**config.mk**
```make
export PLATFORM = sky130hd
export DESIGN_NAME = acmpc_top
export DESIGN_NICKNAME = d
export VERILOG_FILES = /design/src/acmpc_pkg.sv /design/src/acmpc_sync.sv /design/src/acmpc_top.sv
export VERILOG_INCLUDE_DIRS = /design/src
export SDC_FILE = /design/constraint.sdc
export NUM_CORES = 1
export LEC_CHECK = 0
export ABC_AREA = 0
export BUFFER_PORTS_ARGS = -buffer_cell sky130_fd_sc_hd__buf_2
export CAP_MARGIN = 20
export CORE_ASPECT_RATIO = 1.1
export CORE_MARGIN = 5
export CORE_UTILIZATION = 40
export CTS_CLUSTER_SIZE = 24
export DETAILED_ROUTE_END_ITERATION = 10
export GPL_TIMING_DRIVEN = 0
export PLACE_DENSITY = 0.85
export SLEW_MARGIN = 5
export SYNTH_ARGS = -nofsm -noshare
export SYNTH_HDL_FRONTEND = slang
export SYNTH_SLANG_ARGS = --single-unit
```
**constraint.sdc**
```tcl
create_clock -name sys_clk -period 1.35 [get_ports sys_clk]
set_input_delay 0.27 -clock sys_clk [delete_from_list [all_inputs] [get_ports sys_clk]]
set_output_delay 0.27 -clock sys_clk [all_outputs]
set_load 0.005 [all_outputs]
```
**src/acmpc_cfg.svh**
```systemverilog
// Constants for the comparator output control block.
// Assumes inclusion by acmpc_top.
`ifndef ACMPC_CFG_SVH
`define ACMPC_CFG_SVH
`define ACMPC_NEG_PIN0 3'h0
`define ACMPC_NEG_PIN2 3'h2
`define ACMPC_NEG_PIN3 3'h3
`define ACMPC_NEG_REF 3'h4
`define ACMPC_POS_PIN0 3'h0
`define ACMPC_POS_PIN3 3'h3
`define ACMPC_POS_PIN4 3'h4
`define ACMPC_REF_RESET 8'hFF
`define ACMPC_SYNC_STAGES 2
`define ACMPC_STARTUP_NS 1000
`define ACMPC_CLK_PERIOD_NS 10
`define ACMPC_STARTUP_CYCLES ((`ACMPC_STARTUP_NS + `ACMPC_CLK_PERIOD_NS - 1) / `ACMPC_CLK_PERIOD_NS)
`endif

```
**src/acmpc_pkg.sv**
```systemverilog
// Types for the comparator output control block.
// Assumes nothing beyond the constants header.
package acmpc_pkg;
  typedef enum logic [1:0] {ACMPC_INT_OFF, ACMPC_INT_RISE, ACMPC_INT_FALL, ACMPC_INT_BOTH}
    acmpc_intmode_type;
  typedef enum logic [1:0] {ACMPC_HYS_NONE, ACMPC_HYS_SMALL, ACMPC_HYS_MEDIUM, ACMPC_HYS_LARGE}
    acmpc_hys_type;
endpackage : acmpc_pkg

```
**src/acmpc_sync.sv**
```systemverilog
// Two-stage level synchroniser for the asynchronous comparator result.
// Assumes the input may change at any time relative to sys_clk.
`timescale 1ns/1ps
module acmpc_sync #(
  parameter int STAGES = 2
) (
  input wire logic sys_clk, // Clock
  input wire logic sys_rst, // Sync reset, high
  input wire logic async_in, // Asynchronous level
  output logic sync_out // Synchronised level
);
  logic [STAGES-1:0] chain_q;

  always_ff @(posedge sys_clk)
  begin
    if (sys_rst)
      chain_q <= '0;
    else
      chain_q <= {chain_q[STAGES-2:0], async_in};
  end

  assign sync_out = chain_q[STAGES-1];
endmodule : acmpc_sync

```
**src/acmpc_top.sv**
```systemverilog
// Digital control around an analog comparator: input selects, start-up hold,
// inversion, pin and event outputs, edge interrupt flag.
// Assumes the analog core delivers an asynchronous compare result.
`timescale 1ns/1ps
`include "acmpc_cfg.svh"
module acmpc_top
  import acmpc_pkg::*;
#(
  parameter int STARTUP_CYCLES = `ACMPC_STARTUP_CYCLES
) (
  input wire logic sys_clk, // 100 MHz clock
  input wire logic sys_rst, // Sync reset, high
  input wire logic enable, // Comparator enable
  input wire logic pin_output_enable, // Drive result to pin
  input wire logic [1:0] hysteresis_select, // Hysteresis level
  input wire logic [1:0] power_profile, // Current vs speed
  input wire logic output_invert, // Invert output
  input wire logic output_initial_value, // Level during start-up
  input wire logic [2:0] positive_input_select, // Positive mux code
  input wire logic [2:0] negative_input_select, // Negative mux code
  input wire logic [7:0] reference_level_code, // Reference level code
  input wire logic [1:0] int_mode, // Edge sense mode
  input wire logic int_enable, // Interrupt enable
  input wire logic flag_clear, // Clear compare_flag, pulse
  input wire logic analog_raw_result, // Async compare from core
  output logic [1:0] analog_hys_level, // To core hysteresis
  output logic [1:0] analog_power_level, // To core bias
  output logic analog_core_enable, // To core enable
  output logic [2:0] analog_pos_pin, // One-hot positive pins 0,3,4
  output logic [2:0] analog_neg_pin, // One-hot negative pins 0,2,3
  output logic analog_neg_use_ref, // Negative from reference
  output logic [7:0] analog_ref_code, // Reference DAC code
  output logic select_reserved, // A reserved mux code is set
  output logic comparator_ready, // Start-up done
  output logic comparator_state, // Synchronised output
  output logic out_pin, // Pin output level
  output logic out_pin_oe, // Pin output enable
  output logic event_level, // Async level event
  output logic compare_flag, // Sticky edge flag
  output logic irq // Interrupt request
);

  ////////////////////////////////////////////////////////////////////////////
  // Input selection and analog controls

  function automatic logic [3:0] acmpc_neg_decode(input logic [2:0] code);
    case (code)
      `ACMPC_NEG_PIN0: acmpc_neg_decode = 4'h1;
      `ACMPC_NEG_PIN2: acmpc_neg_decode = 4'h2;
      `ACMPC_NEG_PIN3: acmpc_neg_decode = 4'h4;
      `ACMPC_NEG_REF: acmpc_neg_decode = 4'h8;
      default: acmpc_neg_decode = 4'h0;
    endcase
  endfunction : acmpc_neg_decode

  function automatic logic [2:0] acmpc_pos_decode(input logic [2:0] code);
    case (code)
      `ACMPC_POS_PIN0: acmpc_pos_decode = 3'h1;
      `ACMPC_POS_PIN3: acmpc_pos_decode = 3'h2;
      `ACMPC_POS_PIN4: acmpc_pos_decode = 3'h4;
      default: acmpc_pos_decode = 3'h0;
    endcase
  endfunction : acmpc_pos_decode

  logic [3:0] neg_sel;
  logic [2:0] pos_sel;
  assign neg_sel = acmpc_neg_decode(negative_input_select);
  assign pos_sel = acmpc_pos_decode(positive_input_select);

  // Mux controls come from flops so the analog switches never see glitches
  always_ff @(posedge sys_clk)
  begin
    if (sys_rst)
    begin
      analog_pos_pin <= 3'h0;
      analog_neg_pin <= 3'h0;
      analog_neg_use_ref <= 1'b0;
      analog_ref_code <= `ACMPC_REF_RESET;
      select_reserved <= 1'b0;
    end
    else
    begin
      analog_pos_pin <= pos_sel;
      analog_neg_pin <= neg_sel[2:0];
      analog_neg_use_ref <= neg_sel[3];
      analog_ref_code <= reference_level_code;
      select_reserved <= (pos_sel == 3'h0) || (neg_sel == 4'h0);
    end
  end

  always_ff @(posedge sys_clk)
  begin
    if (sys_rst)
    begin
      analog_hys_level <= ACMPC_HYS_NONE;
      analog_power_level <= 2'h0;
      analog_core_enable <= 1'b0;
    end
    else
    begin
      analog_hys_level <= hysteresis_select;
      analog_power_level <= power_profile;
      analog_core_enable <= enable;
    end
  end

  ////////////////////////////////////////////////////////////////////////////
  // Start-up hold

  localparam int CW = $clog2(STARTUP_CYCLES + 1);
  logic [CW-1:0] start_cnt_q;

  always_ff @(posedge sys_clk)
  begin
    if (sys_rst || !enable)
      start_cnt_q <= '0;
    else if (start_cnt_q != CW'(STARTUP_CYCLES))
      start_cnt_q <= start_cnt_q + CW'(1);
  end

  assign comparator_ready = enable && (start_cnt_q == CW'(STARTUP_CYCLES));

  ////////////////////////////////////////////////////////////////////////////
  // Output conditioning; asynchronous path by design

  logic cond_out;
  // Core result already means positive above negative
  assign cond_out = comparator_ready ? (analog_raw_result ^ output_invert)
                                     : output_initial_value;
  assign out_pin = cond_out;
  assign out_pin_oe = pin_output_enable;
  // Level event follows the output itself; there is no event input port
  assign event_level = cond_out;

  ////////////////////////////////////////////////////////////////////////////
  // Edge detection and sticky flag

  logic sync_lvl;
  logic state_q;
  logic rise;
  logic fall;
  logic edge_hit;
  logic [1:0] settle_q;

  // Edges are ignored until the synchroniser has refilled after reset, so a
  // high idle level does not show up as a false rising edge
  always_ff @(posedge sys_clk)
  begin
    if (sys_rst)
      settle_q <= 2'h0;
    else if (settle_q != 2'h3)
      settle_q <= settle_q + 2'h1;
  end

  acmpc_sync #(.STAGES(`ACMPC_SYNC_STAGES)) u_sync (
    .sys_clk(sys_clk),
    .sys_rst(sys_rst),
    .async_in(cond_out),
    .sync_out(sync_lvl)
  );

  always_ff @(posedge sys_clk)
  begin
    if (sys_rst)
      state_q <= 1'b0;
    else
      state_q <= sync_lvl;
  end

  assign comparator_state = state_q;
  assign rise = sync_lvl && !state_q && (settle_q == 2'h3);
  assign fall = !sync_lvl && state_q && (settle_q == 2'h3);

  always_comb
  begin
    case (acmpc_intmode_type'(int_mode))
      ACMPC_INT_RISE: edge_hit = rise;
      ACMPC_INT_FALL: edge_hit = fall;
      ACMPC_INT_BOTH: edge_hit = rise || fall;
      default: edge_hit = 1'b0;
    endcase
  end

  // A new edge wins over a clear arriving in the same cycle
  always_ff @(posedge sys_clk)
  begin
    if (sys_rst)
      compare_flag <= 1'b0;
    else if (edge_hit)
      compare_flag <= 1'b1;
    else if (flag_clear)
      compare_flag <= 1'b0;
  end

  assign irq = compare_flag && int_enable;
endmodule : acmpc_top

```
* After elaboration in Yosys (flattened, before gate mapping)
Index checks and enable logic that the tools add are counted. W data, S select, Z words.
Word-level totals: register bits 34, latch bits 0, RAM bits 0, memory bits (read-only) 0, bits of input ports 29, word-level logic and storage cells 51, memories 0
Cells by class: add/subtract/negate cells 2, $mul 0, div/mod/pow operators 0, $lt $le $gt $ge 0, eq/ne operators 12, shift-type cells 0, muxes and demuxes 6, bitwise logic cells 1, reduce and logical (&&, ||, !) cells 17
Operators with widths (number):
- $pmux W4 S4 | 1
- $eq A3 B2 Y1 const B | 3
- $logic_not A3 Y1 | 3
- $pmux W3 S3 | 1
- $add A7 B1 Y7 const B | 1
- $eq A7 B7 Y1 const B | 1
- $ne A7 B7 Y1 const B | 1
- $eq A2 B2 Y1 const B | 3
- $eq A3 B3 Y1 const B | 2
- $logic_and A1 B1 Y1 | 6
- $logic_not A4 Y1 | 1
- $logic_not A1 Y1 | 3
- $logic_or A1 B1 Y1 | 3
- $mux W1 | 3
- $pmux W1 S3 | 1
- $add A2 B1 Y2 const B | 1
- $eq A2 B1 Y1 const B | 1
- $ne A2 B2 Y1 const B | 1
- $reduce_bool A2 Y1 | 1
- $xor A1 B1 Y1 | 1

* Depth between registers and ports, before layout
depth in word-level cells 6, mapped depth 6

* Cells and area by module
From an unflattened synthesis, not the netlist that was laid out.
Second synthesis, totals: cell total of the unflattened synthesis 112, area, all modules 1197.4 um^2
Modules (own cells, without submodules):
- acmpc_top | times used 1, cells an instance 108, area an instance 1144.8 um^2
- acmpc_sync | times used 1, cells an instance 4, area an instance 52.6 um^2

* Least setup slack after synthesis
Ideal clock, no wire load.
kind register to output, start point reg start_cnt_q[0], end point out out_pin, arrival time 1246 ps, data required time 1080 ps, slack -166 ps, stages on the path, launching flop included 7, path buffers 1, cell sequence dfxtp_1 inv_1 ha_1 and2_1 and4_1 nor2_1 buf_4
On the way: word-level cells in the longest chain between the ends 3
RTL lines:
- start, declared | line acmpc_top.sv:111 | logic [CW-1:0] start_cnt_q;
- start signal, assigned | line acmpc_top.sv:118 | start_cnt_q <= start_cnt_q + CW'(1);
- $eq A7 B7 Y1 | line acmpc_top.sv:121 | assign comparator_ready = enable && (start_cnt_q == CW'(STARTUP_CYCLES));
- $logic_and A1 B1 Y1 | line acmpc_top.sv:121
- $mux W1 | line acmpc_top.sv:128 | assign cond_out = comparator_ready ? (analog_raw_result ^ output_invert)
- end, declared | line acmpc_top.sv:36 | output logic out_pin,
No other way between the ends.

* Worst setup path after layout
start point reg start_cnt_q[4], end point out out_pin
Same word-level chain as after synthesis.

==> impl_metrics.tcl <==
set metrics [dict create \
    rsz0062_at_grt "true" \
    dr.pass1.iters 4 \
    grt_max_degree 12 \
    syn_to_final_growth_pct 45.72 \
    finalNetCount 220 \
    sw_frac_of_total_pct 23.99 \
    antenna_cells 0 \
    setup_ws_ns -0.4283 \
    synth_xor_area_share_pct 3.653 \
    grt_pass1_wl_um 4526 \
    synth_flop_cell "dfxtp_1" \
    die_w_um 62.20 \
    insertion_delay_ns 0.34 \
    cts_sinks 34 \
    startpoint_type "flop" \
    num_vias 1063 \
    critPathKind "flop to output port" \
    ys_seq_area_share_pct 56.78 \
    relSlewSlack_pct 71.94 \
    via_per_inst 4.788 \
    die_h_um 67.41 \
    ant_nets 0 \
    syn_inst 115 \
    gp_congestion 0.7405 \
    wl_per_cell_um 12.21 \
    synth_edf_count 0 \
    dieArea_um2 4193 \
    crit_fanout 4 \
    critPathRequiredTime_ns 1.08 \
    hpwl_um 1855 \
    vdd_drop_max_uv 698.1 \
    synthMuxAreaShare_pct 1.670 \
    hold_viol 0 \
    violations "setup timing" \
    grt_pass1_vias 1018 \
    p_switching_uw 445.7 \
    track_usage_pct 13.82 \
    synthArstFlopShare_pct 0 \
    clk_pin_slew_ns 0.10 \
    power_frac_seq_pct 57.5 \
    final_cell_mix "54 x buf_2, 28 x dfxtp_1, 13 x buf_4" \
    clock-root-buffer "clkbuf_4" \
    port_buffers 54 \
    power_density_nw_per_um2 1064 \
    max_freq_ghz 0.5623 \
    drc_errors 0 \
    power.total_mw 1.858 \
    status "finished, violations left" \
    initial_core_util_pct 42.39 \
    setup_viol 3 \
    finalWirelength_um 2710 \
    drtIter0Drc 28 \
    intPower_mw 1.412 \
    pre_cts_slack_ns -0.1401 \
    avgSynthCellArea_um2 10.42 \
    cts_tree "built" \
    comb_power_share_pct 10.8 \
    synth_seq_cells 34 \
    synthSimpleGateAreaFrac_pct 25.78 \
    core-area_um2 2828 \
    overflow 0 \
    worst_pin_slew_ns 0.4209 \
    min_path_type "input port to flop" \
    ios 57 \
    antenna_found_initial 0 \
    yosysWarnings 0 \
    final_common_cell "buf_2" \
    synth-adder-area-share_pct 3.132 \
    p_leak_nw 0.8051 \
    synth_compound_area_share_pct 5.741 \
    drv_cap 0 \
    pwr-share-clk_pct 31.7 \
    finalMaxSlewViolations 0 \
    cts_made_buffers 5 \
    synth_cell_types 33 \
    utilization_pct 61.77 \
    crit_arrival_ns 1.51 \
    drive_above_1_share_pct 50.79 \
    htree_levels 2 \
    post-route-period-util_pct 131.7 \
    clock_path_buffers 2 \
    synth_area_um2 1199 \
    synth_top_family_by_area "simple AND/OR/NAND/NOR gates" \
    worst_clock_skew_ns 0.002788 \
    num_rows 20 \
    end_kind "output port" \
    synth_nets 147 \
    timing.final.crit_period_ns 1.778 \
]
==> area by class of cell <==
type,instances,area (um^2)
Clock buffer,6,51.30
Sequential cell,34,688.2
Multi-Input combinational cell,73,544.3
Buffer,5,31.28
Timing Repair Buffer,66,366.6
Clock inverter,2,12.51
Tap cell,33,41.29
Inverter,3,11.26
Fill cell,257,1081
==> sequential cells by signal, indices dropped and copies added, names as in the netlist, 2 cells and up <==
register	count
u_sync.chain_q	2
analog_power_level	2
settle_q	2
analog_ref_code	8
analog_pos_pin	3
analog_hys_level	2
start_cnt_q	7
analog_neg_pin	3
==> stage by stage <==
stage	cell area [um^2]	setup TNS, ns	hold slack [ns]	cells
2_1_floorplan	1219	0	0.3457	115
3_3_place_gp	1530	-0.1424	0.4166	202
3_5_place_dp	1530	-0.1671	0.4291	202
4_1_cts	1688	-1.149	0.07971	218
5_1_grt	1747	-1.363	0.07599	222
6_report	1747	-1.163	0.09886	222
==> power groups by stage <==
stage	combinational (mW)	clock (mW)	sequential, mW
after global placement	0.179	0	1.09
after CTS	0.200	0.617	1.07
after global routing	0.227	0.661	1.07
final	0.201	0.589	1.07
after detailed placement	0.186	0	1.09
after floorplan	0.0885	0	1.10
==> synthesized netlist by cell type, types with 2 or more instances <==
cell      number  area (um^2)
ha_1           3        37.54
and3b_1        2        17.52
o21ai_1        3        15.01
o21ai_0        2        10.01
nand3_1        3        15.01
or3_1          2        12.51
nor4b_1        2        17.52
mux2i_1        2        20.02
nor3_1         7        35.03
or2_1          8        50.05
inv_1          3        11.26
nand2b_1       2        12.51
and2_1         2        12.51
clkbuf_1       2        7.510
nor2b_1        6        37.54
dfxtp_1       34        680.7
a21oi_1        6        30.03
buf_4          2        15.01
nand2_1        4        15.01
nor2_1         4        15.01
xor2_1         4        35.03
==> worst max-delay path, stage by stage, from the launching register on <==
cell and delay (ns):
dfxtp_2 0.33, and4bb_2 0.34, and4_4 0.25, nor2_4 0.04, buf_6 0.11, buf_6 0.10
==> routing by layer <==
metal / routed length [um] / track usage [%] / vias to the layer above
met4: 46 / 6.504 / 0
met2: 1325 / 24.09 / 44
met3: 313 / 8.486 / 7
met1: 1025 / 12.86 / 474
li1: - / - / 538
met5: 0 / 0 / -
==> logic make-up after synthesis <==
group	Yosys count
multiplexers	2
AND/OR/NAND/NOR	50
buffers and inverters	8
AO/OA/AOI/OAI	13
flip-flops	34
adder cells (fa/ha/maj)	3
XOR/XNOR	5
==> final timing paths <==
kind,from,end,slack [ns],cells past startpoint
max,start_cnt_q[4],out_pin,-0.43,5
min,reference_level_code[2],analog_ref_code[2],0.1,2
max reg2reg,start_cnt_q[1],start_cnt_q[0],0.08,7
min reg2reg,u_sync.chain_q[0],u_sync.chain_q[1],0.45,1
==> timing repair <==
action / in CTS / in global routing
hold buffers: 0 / 0
resized for setup: 12 / 5
setup buffers: 8 / 5
pin swaps: 4 / 4
endpoints found under the setup margin: 3 / 4
(Power assumes the default switching activity.)
